==> src/common/hub_strap_consts.vh <==
// constants for the hub strap sampler: register map, field positions, reset values, timing
`ifndef HUB_STRAP_CONSTS_VH
`define HUB_STRAP_CONSTS_VH

// ----------------------------------------
// register byte offsets
// ----------------------------------------
`define REG_CTRL            12'h000
`define REG_STATUS          12'h004
`define REG_PINS            12'h008

// ----------------------------------------
// control register fields
// ----------------------------------------
`define CTRL_HS_BIT         0
`define CTRL_CONF_BIT       1
`define CTRL_SUSP_BIT       2
`define CTRL_PP_LSB         8
`define CTRL_RESET          1'b0

// ----------------------------------------
// status register fields
// ----------------------------------------
`define STAT_DONE_BIT       0
`define STAT_CFG_LSB        1
`define STAT_STRAPEN_BIT    3
`define STAT_SELFPWR_BIT    4
`define STAT_FIXCODE_LSB    5
`define STAT_COMPOUND_BIT   7
`define STAT_CHARGE_LSB     8
`define STAT_FIXMASK_LSB    16
`define STAT_SPDSTRAP_BIT   24
`define STAT_ACTSTRAP_BIT   25

// ----------------------------------------
// configuration select codes
// ----------------------------------------
`define CFG_DEFAULT         2'b00
`define CFG_SMBUS           2'b01
`define CFG_BUS_POWERED     2'b10
`define CFG_EEPROM          2'b11

// ----------------------------------------
// timing and reset values
// ----------------------------------------
`define SETTLE_CYCLES       4'h8
`define STRAP_RESET         1'b0

`endif

==> src/design/pin_sync3.v <==
// three-stage pin synchroniser with agreement filter
`timescale 1ns/100ps
`default_nettype none

module pin_sync3 #(
    parameter WIDTH = 8
) (
    // clock and reset
    input  wire             clk,
    input  wire             rst_n,
    // raw pins and filtered levels
    input  wire [WIDTH-1:0] pin_in,
    output wire [WIDTH-1:0] level
);

    reg  [WIDTH-1:0] s1_r;
    reg  [WIDTH-1:0] s2_r;
    reg  [WIDTH-1:0] s3_r;
    reg  [WIDTH-1:0] level_r;
    wire [WIDTH-1:0] agree;

    // a change counts only once stages two and three match
    assign agree = ~(s2_r ^ s3_r);
    assign level = level_r;

    always @(posedge clk or negedge rst_n) begin
        if (!rst_n) begin
            s1_r    <= {WIDTH{1'b0}};
            s2_r    <= {WIDTH{1'b0}};
            s3_r    <= {WIDTH{1'b0}};
            level_r <= {WIDTH{1'b0}};
        end else begin
            s1_r    <= pin_in;
            s2_r    <= s1_r;
            s3_r    <= s2_r;
            level_r <= (agree & s3_r) | (~agree & level_r);
        end
    end

endmodule // pin_sync3

`default_nettype wire

==> src/design/hub_strap_sampler_status_leds.v <==
// hub strap sampler: reset-time strap capture, shared-pin indicators, apb registers
`timescale 1ns/100ps
`default_nettype none
`include "hub_strap_consts.vh"

module hub_strap_sampler_status_leds #(
    parameter NPORTS = 4
) (
    // clock and reset
    input  wire              pclk,
    input  wire              presetn,
    // apb slave
    input  wire              psel,
    input  wire              penable,
    input  wire              pwrite,
    input  wire [11:0]       paddr,
    input  wire [31:0]       pwdata,
    output wire [31:0]       prdata,
    output wire              pready,
    output wire              pslverr,
    // speed indicator pin, doubles as config select bit1 strap
    input  wire              upstream_speed_indicator_in,
    output wire              upstream_speed_indicator_out,
    output wire              upstream_speed_indicator_oe_n,
    // activity pin, doubles as self power detect and fixed port strap bit0
    input  wire              activity_indicator_in,
    output wire              activity_indicator_out,
    output wire              activity_indicator_oe_n,
    // strap-only inputs shared with the serial port
    input  wire              config_select_bit0_in,
    input  wire              fixed_port_strap_bit1_in,
    // port power pins, double as charge enable straps
    input  wire [NPORTS-1:0] charge_enable_strap,
    output wire [NPORTS-1:0] port_power_output,
    output wire [NPORTS-1:0] port_power_oe_n,
    // decoded configuration toward the hub core
    output wire              straps_done,
    output wire [1:0]        config_method,
    output wire              straps_enabled,
    output wire              self_powered,
    output wire [1:0]        fixed_port_code,
    output wire [NPORTS-1:0] fixed_port_mask,
    output wire              compound_device,
    output wire [NPORTS-1:0] charge_enable
);

    // ----------------------------------------
    // local parameters
    // ----------------------------------------
    localparam SW = 4 + NPORTS;

    localparam ST_SETTLE = 2'b00;
    localparam ST_LATCH  = 2'b01;
    localparam ST_RUN    = 2'b10;

    localparam IX_SPD = 0;
    localparam IX_ACT = 1;
    localparam IX_CF0 = 2;
    localparam IX_FX1 = 3;

    // ----------------------------------------
    // functions
    // ----------------------------------------
    // which ports carry a permanently attached device
    function [NPORTS-1:0] fixed_mask;
        input [1:0] code;
        reg   [7:0] m;
        begin
            case (code)
                2'b00:   m = 8'h00;
                2'b01:   m = 8'h01;
                2'b10:   m = 8'h03;
                2'b11:   m = 8'h07;
                default: m = 8'h00;
            endcase
            fixed_mask = m[NPORTS-1:0];
        end
    endfunction

    // pin level for an indicator: strap high means led wired active low
    function led_level;
        input lit;
        input strap;
        begin
            led_level = lit ^ strap;
        end
    endfunction

    // ----------------------------------------
    // registers
    // ----------------------------------------
    reg [1:0]        state_r;
    reg [1:0]        state_nxt;
    reg [3:0]        settle_r;

    reg              spd_strap_r;
    reg              act_strap_r;
    reg [1:0]        cfg_r;
    reg              strapen_r;
    reg              selfpwr_r;
    reg [1:0]        fixcode_r;
    reg [NPORTS-1:0] fixmask_r;
    reg              compound_r;
    reg [NPORTS-1:0] charge_r;
    reg              done_r;

    reg              ctrl_hs_r;
    reg              ctrl_conf_r;
    reg              ctrl_susp_r;
    reg [NPORTS-1:0] ctrl_pp_r;

    reg              spd_out_r;
    reg              spd_oe_n_r;
    reg              act_out_r;
    reg              act_oe_n_r;
    reg [NPORTS-1:0] pp_out_r;
    reg [NPORTS-1:0] pp_oe_n_r;

    reg [31:0]       prdata_r;
    reg              pready_r;
    reg              pslverr_r;

    wire [SW-1:0]    raw_pins;
    wire [SW-1:0]    pin_level;
    wire             setup_phase;
    wire             ctrl_write;
    wire             addr_hit;
    wire [31:0]      status_word;
    wire [31:0]      ctrl_word;
    wire [31:0]      pins_word;
    wire [1:0]       cfg_now;
    wire             strapen_now;
    wire [1:0]       fixcode_now;

    // ----------------------------------------
    // pin synchroniser
    // ----------------------------------------
    assign raw_pins = {charge_enable_strap,
                       fixed_port_strap_bit1_in,
                       config_select_bit0_in,
                       activity_indicator_in,
                       upstream_speed_indicator_in};

    pin_sync3 #(
        .WIDTH (SW)
    ) u_sync (
        .clk    (pclk),
        .rst_n  (presetn),
        .pin_in (raw_pins),
        .level  (pin_level)
    );

    // ----------------------------------------
    // strap decode at the latch point
    // ----------------------------------------
    // sampled level is taken as the option bit as is
    assign cfg_now     = {pin_level[IX_SPD], pin_level[IX_CF0]};
    // only the two internal-default methods use the straps
    assign strapen_now = (cfg_now == `CFG_DEFAULT) ||
                         (cfg_now == `CFG_BUS_POWERED);
    assign fixcode_now = strapen_now ? {pin_level[IX_FX1], pin_level[IX_ACT]}
                                     : 2'b00;

    // ----------------------------------------
    // sampling sequence
    // ----------------------------------------
    // pins stay released while the synchroniser fills, so the
    // board resistors alone set the level seen at the latch point
    always @* begin
        state_nxt = state_r;
        case (state_r)
            ST_SETTLE: begin
                if (settle_r == `SETTLE_CYCLES) begin
                    state_nxt = ST_LATCH;
                end
            end
            ST_LATCH: begin
                state_nxt = ST_RUN;
            end
            ST_RUN: begin
                state_nxt = ST_RUN;
            end
            default: begin
                state_nxt = ST_SETTLE;
            end
        endcase
    end

    always @(posedge pclk or negedge presetn) begin
        if (!presetn) begin
            state_r  <= ST_SETTLE;
            settle_r <= 4'h0;
        end else begin
            state_r <= state_nxt;
            if (state_r == ST_SETTLE) begin
                settle_r <= settle_r + 4'h1;
            end
        end
    end

    // ----------------------------------------
    // strap latches
    // ----------------------------------------
    // written once after reset release and never again until reset
    always @(posedge pclk or negedge presetn) begin
        if (!presetn) begin
            spd_strap_r <= `STRAP_RESET;
            act_strap_r <= `STRAP_RESET;
            cfg_r       <= 2'b00;
            strapen_r   <= 1'b0;
            selfpwr_r   <= 1'b0;
            fixcode_r   <= 2'b00;
            fixmask_r   <= {NPORTS{1'b0}};
            compound_r  <= 1'b0;
            charge_r    <= {NPORTS{1'b0}};
            done_r      <= 1'b0;
        end else if (state_r == ST_LATCH) begin
            spd_strap_r <= pin_level[IX_SPD];
            act_strap_r <= pin_level[IX_ACT];
            cfg_r       <= cfg_now;
            strapen_r   <= strapen_now;
            // high means a local supply; bus-powered override forces off
            selfpwr_r   <= pin_level[IX_ACT] &&
                           (cfg_now != `CFG_BUS_POWERED);
            fixcode_r   <= fixcode_now;
            fixmask_r   <= fixed_mask(fixcode_now);
            compound_r  <= (fixcode_now != 2'b00);
            charge_r    <= strapen_now ? pin_level[SW-1:4]
                                       : {NPORTS{1'b0}};
            done_r      <= 1'b1;
        end
    end

    // ----------------------------------------
    // shared pin drivers
    // ----------------------------------------
    always @(posedge pclk or negedge presetn) begin
        if (!presetn) begin
            spd_out_r  <= 1'b0;
            spd_oe_n_r <= 1'b1;
            act_out_r  <= 1'b0;
            act_oe_n_r <= 1'b1;
            pp_out_r   <= {NPORTS{1'b0}};
            pp_oe_n_r  <= {NPORTS{1'b1}};
        end else if (state_r == ST_RUN) begin
            spd_oe_n_r <= 1'b0;
            act_oe_n_r <= 1'b0;
            pp_oe_n_r  <= {NPORTS{1'b0}};
            spd_out_r  <= led_level(ctrl_hs_r, spd_strap_r);
            // activity pin strap is fixed code bit0: 0 gives active high
            act_out_r  <= led_level(ctrl_conf_r && !ctrl_susp_r,
                                    act_strap_r);
            // charge-enabled ports power up without host help
            pp_out_r   <= charge_r | ctrl_pp_r;
        end
    end

    // ----------------------------------------
    // apb slave
    // ----------------------------------------
    // zero-wait: pready is raised in the access cycle after setup
    assign setup_phase = psel && !penable;
    assign addr_hit    = (paddr == `REG_CTRL) ||
                         (paddr == `REG_STATUS) ||
                         (paddr == `REG_PINS);
    assign ctrl_write  = psel && penable && pready_r && pwrite &&
                         (paddr == `REG_CTRL);

    assign ctrl_word = ({31'h0, ctrl_hs_r} << `CTRL_HS_BIT) |
                       ({31'h0, ctrl_conf_r} << `CTRL_CONF_BIT) |
                       ({31'h0, ctrl_susp_r} << `CTRL_SUSP_BIT) |
                       ({{(32-NPORTS){1'b0}}, ctrl_pp_r} << `CTRL_PP_LSB);

    assign status_word =
        ({31'h0, done_r} << `STAT_DONE_BIT) |
        ({30'h0, cfg_r} << `STAT_CFG_LSB) |
        ({31'h0, strapen_r} << `STAT_STRAPEN_BIT) |
        ({31'h0, selfpwr_r} << `STAT_SELFPWR_BIT) |
        ({30'h0, fixcode_r} << `STAT_FIXCODE_LSB) |
        ({31'h0, compound_r} << `STAT_COMPOUND_BIT) |
        ({{(32-NPORTS){1'b0}}, charge_r} << `STAT_CHARGE_LSB) |
        ({{(32-NPORTS){1'b0}}, fixmask_r} << `STAT_FIXMASK_LSB) |
        ({31'h0, spd_strap_r} << `STAT_SPDSTRAP_BIT) |
        ({31'h0, act_strap_r} << `STAT_ACTSTRAP_BIT);

    assign pins_word = {{(32-SW){1'b0}}, pin_level};

    always @(posedge pclk or negedge presetn) begin
        if (!presetn) begin
            pready_r  <= 1'b0;
            pslverr_r <= 1'b0;
            prdata_r  <= 32'h0;
        end else begin
            pready_r <= setup_phase;
            if (setup_phase) begin
                pslverr_r <= !addr_hit;
                if (pwrite || !addr_hit) begin
                    prdata_r <= 32'h0;
                end else if (paddr == `REG_CTRL) begin
                    prdata_r <= ctrl_word;
                end else if (paddr == `REG_STATUS) begin
                    prdata_r <= status_word;
                end else begin
                    prdata_r <= pins_word;
                end
            end else begin
                pslverr_r <= 1'b0;
            end
        end
    end

    // ----------------------------------------
    // control register
    // ----------------------------------------
    // stands in for the hub core's link speed and usb state
    always @(posedge pclk or negedge presetn) begin
        if (!presetn) begin
            ctrl_hs_r   <= `CTRL_RESET;
            ctrl_conf_r <= `CTRL_RESET;
            ctrl_susp_r <= `CTRL_RESET;
            ctrl_pp_r   <= {NPORTS{`CTRL_RESET}};
        end else if (ctrl_write) begin
            ctrl_hs_r   <= pwdata[`CTRL_HS_BIT];
            ctrl_conf_r <= pwdata[`CTRL_CONF_BIT];
            ctrl_susp_r <= pwdata[`CTRL_SUSP_BIT];
            ctrl_pp_r   <= pwdata[`CTRL_PP_LSB +: NPORTS];
        end
    end

    // ----------------------------------------
    // outputs
    // ----------------------------------------
    assign prdata                        = prdata_r;
    assign pready                        = pready_r;
    assign pslverr                       = pslverr_r;
    assign upstream_speed_indicator_out  = spd_out_r;
    assign upstream_speed_indicator_oe_n = spd_oe_n_r;
    assign activity_indicator_out        = act_out_r;
    assign activity_indicator_oe_n       = act_oe_n_r;
    assign port_power_output             = pp_out_r;
    assign port_power_oe_n               = pp_oe_n_r;
    assign straps_done                   = done_r;
    assign config_method                 = cfg_r;
    assign straps_enabled                = strapen_r;
    assign self_powered                  = selfpwr_r;
    assign fixed_port_code               = fixcode_r;
    assign fixed_port_mask               = fixmask_r;
    assign compound_device               = compound_r;
    assign charge_enable                 = charge_r;

endmodule // hub_strap_sampler_status_leds

`default_nettype wire

==> config.mk <==
export PLATFORM = sky130hd
export DESIGN_NAME = hub_strap_sampler_status_leds
export DESIGN_NICKNAME = d
export VERILOG_FILES = /design/src/design/pin_sync3.v /design/src/design/hub_strap_sampler_status_leds.v
export VERILOG_INCLUDE_DIRS = /design/src /design/src/common
export SDC_FILE = /design/constraint.sdc
export NUM_CORES = 1
export LEC_CHECK = 0
export ABC_AREA = 1
export BUFFER_PORTS_ARGS = -buffer_cell sky130_fd_sc_hd__buf_2
export CORE_AREA = 2 2 92 94
export DETAILED_ROUTE_END_ITERATION = 10
export DIE_AREA = 0 0 94 96
export PLACE_DENSITY = 0.85
export SLEW_MARGIN = 20
export SYNTH_ARGS = -nofsm -noshare
export SYNTH_HDL_FRONTEND = slang
export SYNTH_SLANG_ARGS = --single-unit
==> constraint.sdc <==
create_clock -name pclk -period 1.4 [get_ports pclk]
set_input_delay 0.21 -clock pclk [delete_from_list [all_inputs] [get_ports pclk]]
set_output_delay 0.21 -clock pclk [all_outputs]
set_load 0.05 [all_outputs]
# --- After elaboration in Yosys (flattened, before gate mapping) ---
# Cells that the tools add are included.
word_totals:
  regBits: 108
  in_bits: 57
  elab_cells: 90
op_classes:
  addsub: 1
  n_eq_ne: 11
  n_mux: 9
  bitwise: 21
  n_reduce_logical: 20
ops:
  columns: ["op", "count"]
  rows:
  - ["$mux W26", 3]
  - ["$or A25 B26 Y26", 1]
  - ["$or A20 B25 Y25", 1]
  - ["$or A12 B20 Y20", 1]
  - ["$and A8 B8 Y8", 2]
  - ["$not A8 Y8", 2]
  - ["$pmux W4 S4", 1]
  - ["$eq A12 B3 Y1 const B", 1]
  - ["$eq A12 B4 Y1 const B", 1]
  - ["$logic_not A12 Y1", 1]
  - ["$or A3 B12 Y12", 1]
  - ["$or A8 B12 Y12", 1]
  - ["$eq A2 B2 Y1 const B", 4]
  - ["$or A7 B8 Y8", 1]
  - ["$or A8 B8 Y8", 1]
  - ["$xor A8 B8 Y8", 1]
  - ["$logic_and A1 B1 Y1", 7]
  - ["$or A5 B7 Y7", 1]
  - ["$logic_not A2 Y1", 3]
  - ["$or A4 B5 Y5", 1]
  - ["$add A4 B1 Y4 const B", 1]
  - ["$eq A2 B1 Y1 const B", 2]
  - ["$eq A4 B4 Y1 const B", 1]
  - ["$logic_or A1 B1 Y1", 4]
  - ["other kinds (14)", 19]

# --- Depth between registers and ports, before layout ---
# Gate-level depths: netlist of the first run.
depth:
  word_depth: 12
  depth_mapped: 9
  depth_no_buf: 9

# --- Cells and area by module ---
# A second synthesis of the first run with hierarchy kept.
unflattened:
  hier_cells: 378
  hier_area_um2: 3612.2
modules_own_cells:
  columns: ["mod", "n_inst", "cells_each", "area_per_inst_um2", "seq_area_each_um2"]
  rows:
  - ["hub_strap_sampler_status_leds", 1, 314, 2681.3, 1327.5]
  - ["pin_sync3", 1, 64, 930.9, 800.8]

# --- Worst setup path after synthesis of the first run ---
# Ideal clock, no wire load.
synth_timing:
  path_kind: "reg2reg"
  startpoint: "reg pready_r, in the netlist pready"
  endpoint: "reg ctrl_hs_r"
  arrival_ns: 1.259
  setup_slack_ns: 0.025
  stages_incl_launch_ff: 6
  n_path_buf: 0
  synth_period_minus_slack_ns: 1.375
  path_cell_list: "dfrtp_1 -> nand4_1 -> nor2_8 -> inv_2 -> nand2_1 -> nand2_1"
synth_via:
  elab_chain_len: 3
synth_lines:
  columns: ["element", "line", "text"]
  rows:
  - ["start: declaration", "hub_strap_sampler_status_leds.v:120", "reg pready_r;"]
  - ["start signal: assignment", "hub_strap_sampler_status_leds.v:294", "pready_r <= setup_phase;"]
  - ["$logic_and A1 B1 Y1 (3 in series)", "hub_strap_sampler_status_leds.v:266", "assign ctrl_write = psel && penable && pready_r && pwrite &&"]
  - ["end signal: assignment", "hub_strap_sampler_status_leds.v:318", "ctrl_hs_r <= `CTRL_RESET;"]
  - ["end signal: assignment", "hub_strap_sampler_status_leds.v:323", "ctrl_hs_r <= pwdata[`CTRL_HS_BIT];"]
  - ["end: declaration", "hub_strap_sampler_status_leds.v:107", "reg ctrl_hs_r;"]
# Every way passes these cells.
# A chain may end at the register's enable or synchronous reset.

==> results of run 1 <==
cell usage in the layout (no fill, tap or decap), drive strengths merged:
cell type      n
inv           34
buf           83
nor2          21
nand4          2
o211ai         1
clkinv         2
clkinvlp       1
dfrtp         84
o22ai          1
nand3b         1
a32o           1
maj3           8
xnor2          2
o21bai         1
dlygate4sd3    9
o21ai         30
a21oi          1
xor2           3
nand2        100
or2            3
dfstp          1
bufinv         1
nand3         19
ha             6
conb          16
clkbuf        14
routing by layer:
metal	wire length, µm	up-vias	track usage (%)
met2	3640	92	29.6
li1	-	1236	-
met1	2970	1242	20.3
met4	172	0	7.85
met3	490	16	5.32
met5	0	-	0
cell type report:
class,instances,share of cell area (%)
repair buffers,97,13.9
flip-flops and latches,85,49.3
clock buffers,9,2.87
multi-input cells,216,26.2
well taps,105,3.04
inverters,31,2.81
clock inverters,7,1.80
synthesized netlist by cell type, drive strengths merged, types with 2 or more instances:
library cell / count / area share, %
buf: 28 / 6.0
nand4: 2 / 0.35
nand2: 100 / 11
o21ai: 30 / 4.4
or2: 3 / 0.53
maj3: 8 / 2.3
xor2: 3 / 0.75
ha: 6 / 2.1
inv: 30 / 3.2
dfrtp: 84 / 60
nor2: 21 / 3.5
xnor2: 2 / 0.50
nand3: 19 / 3.1
per-stage QoR:
stage               setup slack [ps]  TNS (ps)  std cells  utilization, %
floorplan                       24.7         0        361               -
global placement                77.1         0        525            49.6
detailed placement              3.18         0        525            49.6
CTS                            -18.9     -93.6        550            53.3
global route                   -36.8      -176        550            53.6
finish                          21.2         0        550            53.6
report_power, final:
| part | internal [mW] | switching, mW |
|---|---|---|
| logic | 0.168 | 0.510 |
| registers | 2.57 | 0.0862 |
| clock network | 0.847 | 0.918 |
registers in the layout, summed over array words and instances (netlist names), 2 cells and up, named ones only:
| register | cells |
|---|---|
| charge_enable | 4 |
| ctrl_pp_r | 4 |
| fixed_port_code | 2 |
| port_power_output | 4 |
| prdata | 17 |
| settle_r | 4 |
| state_r | 2 |
| u_sync.s1_r | 8 |
| u_sync.s2_r | 8 |
| u_sync.s3_r | 8 |
cell families after synthesis:
logic type,count (synthesis),share of synthesized area (%)
buffers and inverters,60,9.58
flip-flops,85,60.3
AND/OR/NAND/NOR,146,18.9
adder cells (fa/ha/maj),14,4.40
AO/OA/AOI/OAI,35,5.39
XOR/XNOR,5,1.24
other,1,0.106
repair_timing:
action,in CTS,in global routing
hold endpoints to repair,36,0
setup endpoints to repair,9,15
resized for setup,1,10
pin swaps,0,0
hold buffers,9,0
path summary, 6_finish.rpt:
check	slack [ps]	start	cells past startpoint	to
max in group asynchronous	560	presetn	3	u_sync.s3_r[0]$_DFF_PN0_
worst max register to register	140	state_r[1]$_DFFE_PN0P_	7	fixed_port_code[1]$_DFFE_PN0N_
min in group asynchronous	340	presetn	2	u_sync.s2_r[2]$_DFF_PN0_
worst max-delay path	20	port_power_oe_n[2]$_DFFE_PN1N_	1	activity_indicator_oe_n
worst min-delay path	70	pwdata[0]	3	ctrl_hs_r$_DFFE_PN0P_
worst min register to register	350	u_sync.s1_r[5]$_DFF_PN0_	0	u_sync.s2_r[5]$_DFF_PN0_
==> impl_results.md, run 1 <==
- Crit path max-delay family: flip-flops
- Final cycle utilization of the critical path: between 90 and 100%
- CTS Buffer Depth: 2
- Total CTS buffers: 9
- GRT Total Usage: roughly 17%
- Gp weighted congestion: between 0.8 and 0.9
- Post-synth ARST share: 100%
- Power, Total: about 5.1 mW
- Netlist cell types: 35
- Maximum clock frequency: a little over 700 MHz
- Yosys warnings: 0
- GRT overflow: 0
- Number of global-route vias before repair: roughly 2,600
- Fin crit period: ~1400 ps
- Mapped Cells: 346
- Clock latency at the later pin of the worst-skew pair: around 360 ps
- Post-synth EDFFs: 0
- Final hold viol count: 0
- Multi-input gate area: 1130 µm²
- Max-Cap Viols: 0
- DP Wirelength: roughly 5500 µm
- DR vias/cell: approximately 4.7
- Full die area: 9020 µm²
- Root buffer cell: clkbuf_8
- Nets@finish: around 500
- DR vias: 2,586
- CP bufs+invs: 1
- Slowest cell on crit path: dfstp_2
- RSZ-0062 raised after global routing: yes
- DR WL/cell: about 13 µm
- Cells along the critical path: clkbuf_4
- WS Path Type: reg2out
- Num Clock Sinks: 85
- # rows: 33
- DIE HEIGHT: roughly 96 µm
- CP Max Fanout: 7
- Top_reg_cell synth: dfrtp_1
- Hold Slack: approximately 68 ps
- Ant diodes: 0
- First-pass GRT wire length: 12,000 µm
- Seq/Total Area, Yosys: between 60% and 70%
- FILL cells: ~700
- Req. time, crit path: around 1200 ps
- Placed Area: 3990 µm²
- Total Routed Length: around 7300 µm
- Pre-antenna DRT Iters: 4
- Initial Util: a little over two fifths
- ANT nets after route: 0
- Setup crit end kind: output pin
- Post-CTS Setup Repair Bufs: 0
- CP startpoint kind: register
- Register bit total from synthesis: 85
- Final slew viol count: 0
- Mapped Area: roughly 3500 µm²
- CP max stage delay: between 500 and 600 ps
- Hold Crit Class: in2reg
- IR drop worst, VDD: ~0.0007 V
- # port buffers: 77
- Worst-path clk slew: roughly 90 ps
- Status: complete, no violations
- CTS HTree Levels: 3
- Skew final: 15.2 ps
- DRC viols: 0
- Pleak: roughly 2.3 nW
- Power per cell area: about 1200 nW/µm²
- CP arrival: ~1200 ps
- CTS tree: yes
- Core area: between 8000 and 9000 µm²
- Pin count of the biggest net entering global routing: 32
- Die width: 94 µm
- Design Area, Final: approximately 4300 µm²
- Initial DRC Count: between 200 and 250
- Sequential cell area: about 2100 µm²
- Share of layout cells above drive strength 1: 29.0%
- Final setup violation count: 0
- Antenna violations before repair: 0
- Area grow syn2layout: 22.3%
- I/O pin total: 119
- Syn avg cell area: between 10 and 15 µm²
No activity file was read; power rests on OpenSTA's default activity.
==> run 2, diff against run 1 <==
--- a/config.mk
+++ b/config.mk
@@ -9,6 +9,7 @@
 export ABC_AREA = 1
 export BUFFER_PORTS_ARGS = -buffer_cell sky130_fd_sc_hd__buf_2
 export CORE_AREA = 2 2 92 94
+export CTS_BUF_LIST = sky130_fd_sc_hd__clkbuf_16
 export DETAILED_ROUTE_END_ITERATION = 10
 export DIE_AREA = 0 0 94 96
 export PLACE_DENSITY = 0.85
==> impl_results.md, run 2 (same netlist as run 1, synthesis figures left out) <==
- Number of global-route vias before repair: 2,599 (was 2,556)
- Gp weighted congestion: 0.861 (unchanged)
- Fin crit period: 1380 ps (about the same)
- DP Wirelength: 5490 µm (unchanged)
- Total CTS buffers: 9 (unchanged)
- CP startpoint kind: register (unchanged)
- Cells along the critical path: buf_2 (was clkbuf_4)
- # port buffers: 77 (unchanged)
- Most common cell after layout, fill and taps aside: nand2_1 (unchanged)
- Power per cell area: 1300 nW/µm² (was 1180 nW/µm²)
- DIE HEIGHT: 96 µm (unchanged)
- Initial Util: 43.8% (unchanged)
- Area grow syn2layout: 24.8% (was 22.3%)
- Max reg flops: 17 (unchanged)
- DR WL/cell: 13.6 µm (was 13.2 µm)
- Max-Cap Viols: 0 (unchanged)
- GRT Total Usage: 17.9% (was 17.4%)
- Final hold viol count: 0 (unchanged)
- # rows: 33 (unchanged)
- Crit path max-delay family: flip-flops (unchanged)
- CTS HTree Levels: 3 (unchanged)
- CP max stage delay: 560 ps (was 580 ps)
- Slowest cell on crit path: dfstp_2 (unchanged)
- RSZ-0062 raised after global routing: yes (unchanged)
- Hold Crit Class: in2reg (unchanged)
- Root buffer cell: clkbuf_16 (was clkbuf_8)
- Status: complete, no violations (unchanged)
- Dpl cells: 525 (unchanged)
- First-pass GRT wire length: 12,300 µm (was 12,000 µm)
- Pleak: 2.36 nW (was 2.31 nW)
- Final setup violation count: 0 (unchanged)
- Post-CTS Setup Repair Bufs: 0 (unchanged)
- Worst-path clk slew: 60 ps (was 90 ps)
- CTS Buffer Depth: 2 (unchanged)
- Non-filler cells, final: 550 (unchanged)
- I/O pin total: 119 (unchanged)
- Core area: 8050 µm² (unchanged)
- CP bufs+invs: 1 (unchanged)
- Final slew viol count: 0 (unchanged)
- Total Routed Length: 7490 µm (was 7270 µm)
- CTS tree: yes (unchanged)
- Skew final: 9.39 ps (was 15.2 ps)
- Pre-antenna DRT Iters: 4 (unchanged)
- IR drop worst, VDD: 0.000749 V (was 0.000701 V)
- Final cycle utilization of the critical path: 98.5% (about the same)
- Ant diodes: 0 (unchanged)
- Antenna violations before repair: 0 (unchanged)
- Setup crit end kind: output pin (unchanged)
- DR vias: 2,648 (was 2,586)
- WS Path Type: reg2out (unchanged)
- Full die area: 9020 µm² (unchanged)
- Share of layout cells above drive strength 1: 29.0% (unchanged)
- Die width: 94 µm (unchanged)
- DR vias/cell: 4.81 (was 4.70)
- Pin count of the biggest net entering global routing: 32 (unchanged)
- GRT overflow: 0 (unchanged)
- CP Max Fanout: 7 (unchanged)
- Clock latency at the later pin of the worst-skew pair: 340 ps (was 360 ps)
- ANT nets after route: 0 (unchanged)
- DRC viols: 0 (unchanged)
- FILL cells: 692 (was 708)
- Nets@finish: 503 (unchanged)
- Hold Slack: 86.5 ps (was 68.5 ps)
- Num Clock Sinks: 85 (unchanged)
- Maximum clock frequency: 725 MHz (about the same)
- CP arrival: 1170 ps (about the same)
- Req. time, crit path: 1190 ps (about the same)
- Initial DRC Count: 164 (was 221)
- Commonest non-fill, non-tap cells in the layout: 95 x nand2_1, 84 x dfrtp_1, 76 x buf_2, 23 x inv_1, 18 x nand3_1 (was 95 x nand2_1, 84 x dfrtp_1, 70 x buf_2, 23 x inv_1, 18 x nand3_1)
[run 2: cell count changes in the layout (fill, tap and decap cells not counted), sizes merged]
| cell | delta |
|---|---|
| buf | +5 |
| clkbuf | -5 |
[run 2: metrics by stage]
stage / instance area, µm² / util [%] / setup slack [ps] / power (mW) / TNS [ps]
CTS: 4390 / 54.5 / 8.12 / 5.79 / 0
global placement: 3990 / 49.6 / 77.1 / 3.35 / 0
floorplan: 3580 / - / 24.7 / 3.18 / 0
detailed placement: 3990 / 49.6 / 3.18 / 3.37 / 0
finish: 4400 / 54.7 / 20.5 / 5.74 / 0
global route: 4400 / 54.7 / -17.3 / 5.95 / -86.9
[run 2: report_power, final]
group | leakage [nW] | internal [mW] | switching, mW
Sequential | 1.05 | 2.57 | 0.0888
Combinational | 1.16 | 0.168 | 0.513
Clock | 0.147 | 1.40 | 0.996
[run 2: repair_timing]
item,4_1_cts,5_1_grt
pin swaps,0,0
hold buffers,9,0
setup endpoints to repair,6,14
endpoints found under the hold margin,36,0
gates resized for setup,2,2
[run 2: layout make-up]
cell class              instances  area [µm²]  share of cell area, %
multi-input cells             216        1130                   25.7
repair buffers                 97         586                   13.3
clock buffers                   9         225                   5.12
inverters                      31         121                   2.76
well taps                     105         131                   2.98
clock inverters                 7        77.6                   1.76
flip-flops and latches         85        2130                   48.4
[run 2: per-layer routing]
metal	vias to the layer above	share of wire [%]	routed length, µm	GRT usage, %
li1	1241	-	-	-
met1	1278	39	2930	20.4
met2	108	50	3780	30.5
met3	21	7.8	587	5.56
met4	0	2.6	196	9.30
met5	-	0	0	0
[run 2: path summary, 6_finish.rpt]
| path | start | to | slack (ps) | cells after the start |
|---|---|---|---|---|
| setup / recovery | port_power_oe_n[2]$_DFFE_PN1N_ | port_power_oe_n[3] | 20 | 1 |
| setup reg to reg | state_r[0]$_DFFE_PN0P_ | settle_r[3]$_DFFE_PN0N_ | 150 | 4 |
| min in group asynchronous | presetn | u_sync.s2_r[2]$_DFF_PN0_ | 360 | 2 |
| hold / removal | pwdata[10] | ctrl_pp_r[2]$_DFFE_PN0P_ | 90 | 3 |
| max in group asynchronous | presetn | upstream_speed_indicator_out$_DFFE_PN0N_ | 540 | 3 |
| hold reg to reg | u_sync.s1_r[5]$_DFF_PN0_ | u_sync.s2_r[5]$_DFF_PN0_ | 350 | 0 |
==> run 3, diff against run 2 <==
--- a/config.mk
+++ b/config.mk
@@ -6,13 +6,13 @@
 export SDC_FILE = /design/constraint.sdc
 export NUM_CORES = 1
 export LEC_CHECK = 0
-export ABC_AREA = 1
+export ABC_AREA = 0
 export BUFFER_PORTS_ARGS = -buffer_cell sky130_fd_sc_hd__buf_2
-export CORE_AREA = 2 2 92 94
+export CORE_AREA = 2 2 91 93
 export CTS_BUF_LIST = sky130_fd_sc_hd__clkbuf_16
 export DETAILED_ROUTE_END_ITERATION = 10
-export DIE_AREA = 0 0 94 96
-export PLACE_DENSITY = 0.85
+export DIE_AREA = 0 0 93 95
+export PLACE_DENSITY = 0.86
 export SLEW_MARGIN = 20
 export SYNTH_ARGS = -nofsm -noshare
 export SYNTH_HDL_FRONTEND = slang
==> impl_results.md, run 3 <==
- CP startpoint kind: register (unchanged)
- Total Routed Length: 7080 µm (was 7490 µm)
- Post-synth ARST share: 100% (unchanged)
- Netlist cell types: 38 (was 35)
- Num Clock Sinks: 85 (unchanged)
- Total CTS buffers: 9 (unchanged)
- # rows: 33 (unchanged)
- CP arrival: 1140 ps (was 1170 ps)
- Status: complete, no violations (unchanged)
- Root buffer cell: clkbuf_16 (unchanged)
- Pre-antenna DRT Iters: 4 (unchanged)
- Req. time, crit path: 1190 ps (about the same)
- Register bit total from synthesis: 85 (unchanged)
- Synth top area share: 60.4% (was 59.6%)
- I/O pin total: 119 (unchanged)
- DIE HEIGHT: 95 µm (was 96 µm)
- Worst-path clk slew: 60 ps (about the same)
- Area grow syn2layout: 25.7% (was 24.8%)
- DRC viols: 0 (unchanged)
- Final cycle utilization of the critical path: 96.5% (was 98.5%)
- Final hold viol count: 0 (unchanged)
- Hold Crit Class: in2reg (unchanged)
- HP Start: pwdata[10] (unchanged)
- Leading area contributor after synthesis: dfrtp_1 (unchanged)
- Full die area: 8840 µm² (was 9020 µm²)
- Most common cell after layout, fill and taps aside: dfrtp_1 (was nand2_1)
- Power, Total: 5.44 mW (was 5.74 mW)
- Worst R2R Path Depth: 5 (was 4)
- DR WL/cell: 14.6 µm (was 13.6 µm)
- Top-count cell post-synth: dfrtp_1 (was nand2_1)
- Nets@finish: 439 (was 503)
- Pin count of the biggest net entering global routing: 86 (was 32)
- Cells along the critical path: clkbuf_4 (was buf_2)
- Core area: 7930 µm² (was 8050 µm²)
- CP max stage delay: 570 ps (was 560 ps)
- Syn avg cell area: 12.4 µm² (was 10.2 µm²)
- Net Switching: 1.50 mW (was 1.60 mW)
- Mapped Cells: 280 (was 346)
- Ant diodes: 0 (unchanged)
- Yosys warnings: 0 (unchanged)
- Hold EP: ctrl_pp_r[2]$_DFFE_PN0P_ (unchanged)
- Max reg flops: 17 (unchanged)
- Initial DRC Count: 235 (was 164)
- RSZ-0062 raised after global routing: yes (unchanged)
- Post-synth EDFFs: 0 (unchanged)
- CP Max Fanout: 7 (unchanged)
- Commonest non-fill, non-tap cells in the layout: 83 x dfrtp_1, 70 x buf_2, 22 x nand2_1, 20 x inv_1, 17 x o21ai_0 (was 95 x nand2_1, 84 x dfrtp_1, 76 x buf_2, 23 x inv_1, 18 x nand3_1)
- Initial Util: 43.9% (was 43.8%)
- Final setup violation count: 0 (unchanged)
- Dpl cells: 461 (was 525)
- Mapped Area: 3480 µm² (was 3530 µm²)
- WS Path Type: reg2out (unchanged)
- GRT overflow: 0 (unchanged)
- Seq/Total Area, Yosys: 61.1% (was 60.3%)
- Pleak: 2.12 nW (was 2.36 nW)
- Internal: 3.94 mW (was 4.15 mW)
- Number of global-route vias before repair: 2,322 (was 2,599)
- Clock share of power: 37.8% (was 41.8%)
- DP Wirelength: 4970 µm (was 5490 µm)
- GRT Total Usage: 17.2% (was 17.9%)
- CTS Buffer Depth: 2 (unchanged)
- # port buffers: 77 (unchanged)
- Final slew viol count: 0 (unchanged)
- Maximum clock frequency: 740 MHz (was 725 MHz)
- First-pass GRT wire length: 11,600 µm (was 12,300 µm)
- Reg power frac: 49.1% (was 46.4%)
- Antenna violations before repair: 0 (unchanged)
- IR drop worst, VDD: 0.000614 V (was 0.000749 V)
- Slowest cell on crit path: dfstp_2 (unchanged)
- Share of layout cells above drive strength 1: 31.8% (was 29.0%)
- Fin crit period: 1350 ps (was 1380 ps)
- RR Endpoint: compound_device$_DFFE_PN0N_ (was settle_r[3]$_DFFE_PN0N_)
- Hold Path Stages: 2 (was 3)
- Clock latency at the later pin of the worst-skew pair: 330 ps (was 340 ps)
- DR vias: 2,323 (was 2,648)
- Crit path max-delay family: flip-flops (unchanged)
- CTS tree: yes (unchanged)
- ANT nets after route: 0 (unchanged)
- CP bufs+invs: 1 (unchanged)
- Power per cell area: 1240 nW/µm² (was 1300 nW/µm²)
- Setup crit end kind: output pin (unchanged)
- Reg2reg setup slack: 50 ps (was 150 ps)
- DR vias/cell: 4.78 (was 4.81)
- Skew final: 6.82 ps (was 9.39 ps)
- Die width: 93 µm (was 94 µm)
- Switch share: 27.6% (was 27.8%)
- CTS HTree Levels: 3 (unchanged)
- Gp weighted congestion: 0.857 (was 0.861)
- Synth area leaders: dfrtp_1 60%, buf_4 5.4%, mux2i_1 4.0% (was dfrtp_1 60%, nand2_1 10%, buf_4 5.1%)
- List of most frequent post-synthesis cells: 84 x dfrtp_1, 25 x buf_4, 22 x nand2_1, 18 x inv_1, 18 x o21ai_0 (was 95 x nand2_1, 84 x dfrtp_1, 24 x buf_4, 24 x inv_1, 18 x nand3_1)
- Top_reg_cell synth: dfrtp_1 (unchanged)
- FF-to-FF Start: state_r[1]$_DFFE_PN0P_ (was state_r[0]$_DFFE_PN0P_)
- Comb pwr share: 13.0% (was 11.9%)
- Non-filler cells, final: 486 (was 550)
- Max-Cap Viols: 0 (unchanged)
## run 3: how the worst max path moves through the flow
stage	startpoint	to	slack, ps	depth (start not counted)
2_1_floorplan	pready$_DFF_PN0_	ctrl_conf_r$_DFFE_PN0P_	-50	4
3_3_place_gp	paddr[7]	ctrl_pp_r[1]$_DFFE_PN0P_	-70	5
3_5_place_dp	paddr[7]	prdata[7]$_DFFE_PN0P_	-130	5
4_1_cts	port_power_oe_n[2]$_DFFE_PN1N_	upstream_speed_indicator_oe_n	20	1
5_1_grt	state_r[1]$_DFFE_PN0P_	compound_device$_DFFE_PN0N_	-40	5
6_report	port_power_oe_n[2]$_DFFE_PN1N_	port_power_oe_n[3]	50	1
## run 3: cell families (layout without fill, tap and decap cells)
family                   Yosys count  count (layout)  share of synthesized area (%)
adder cells (fa/ha/maj)           14              14                           4.46
other                              1              16                          0.108
buffers and inverters             50             136                           8.30
flip-flops                        85              85                           61.1
multiplexers                      28              28                           8.55
AO/OA/AOI/OAI                     38              38                           6.18
AND/OR/NAND/NOR                   58              58                           9.77
XOR/XNOR                           6               6                           1.51
## run 3: metrics by stage
stage / utilization [%] / setup TNS (ps) / area, µm² / hold WS (ps) / worst slack [ps]
2_1_floorplan: - / -326 / 3540 / -85.6 / -46.6
3_3_place_gp: 50.6 / -539 / 4010 / 273 / -66.2
3_5_place_dp: 50.6 / -1160 / 4010 / 278 / -129
4_1_cts: 55.0 / 0 / 4360 / 81.3 / 16.1
5_1_grt: 55.2 / -77.6 / 4380 / 96.8 / -44.5
6_report: 55.2 / 0 / 4380 / 90.1 / 49.1
## run 3: final cells by class
class / instances / area (µm²)
clock buffers: 9 / 225
clock inverters: 7 / 35.0
fillers: 671 / 3550
inverters: 18 / 67.6
multi-input cells: 160 / 1130
flip-flops and latches: 85 / 2130
well taps: 105 / 131
repair buffers: 102 / 663
## run 3: power groups by stage
stage,registers [mW],logic (mW),clock network [mW]
2_1_floorplan,2.88,0.323,0
3_3_place_gp,2.71,0.678,0
3_5_place_dp,2.72,0.689,0
4_1_cts,2.67,0.716,2.12
5_1_grt,2.69,0.761,2.23
6_report,2.68,0.708,2.06
## run 3: timing repair
item	in CTS	in global routing
gates cloned	0	0
pin swaps	0	0
endpoints found under the hold margin	92	0
hold buffers	9	0
setup buffers	0	0
setup endpoints to repair	5	12
resized for setup	2	8
## run 3: layer usage
metal	track usage, %	part of all wire (%)	vias up
met4	7.97	2.3	0
li1	-	-	1101
met2	28.1	49	73
met5	0	0	-
met1	21.5	42	1133
met3	4.87	6.6	16
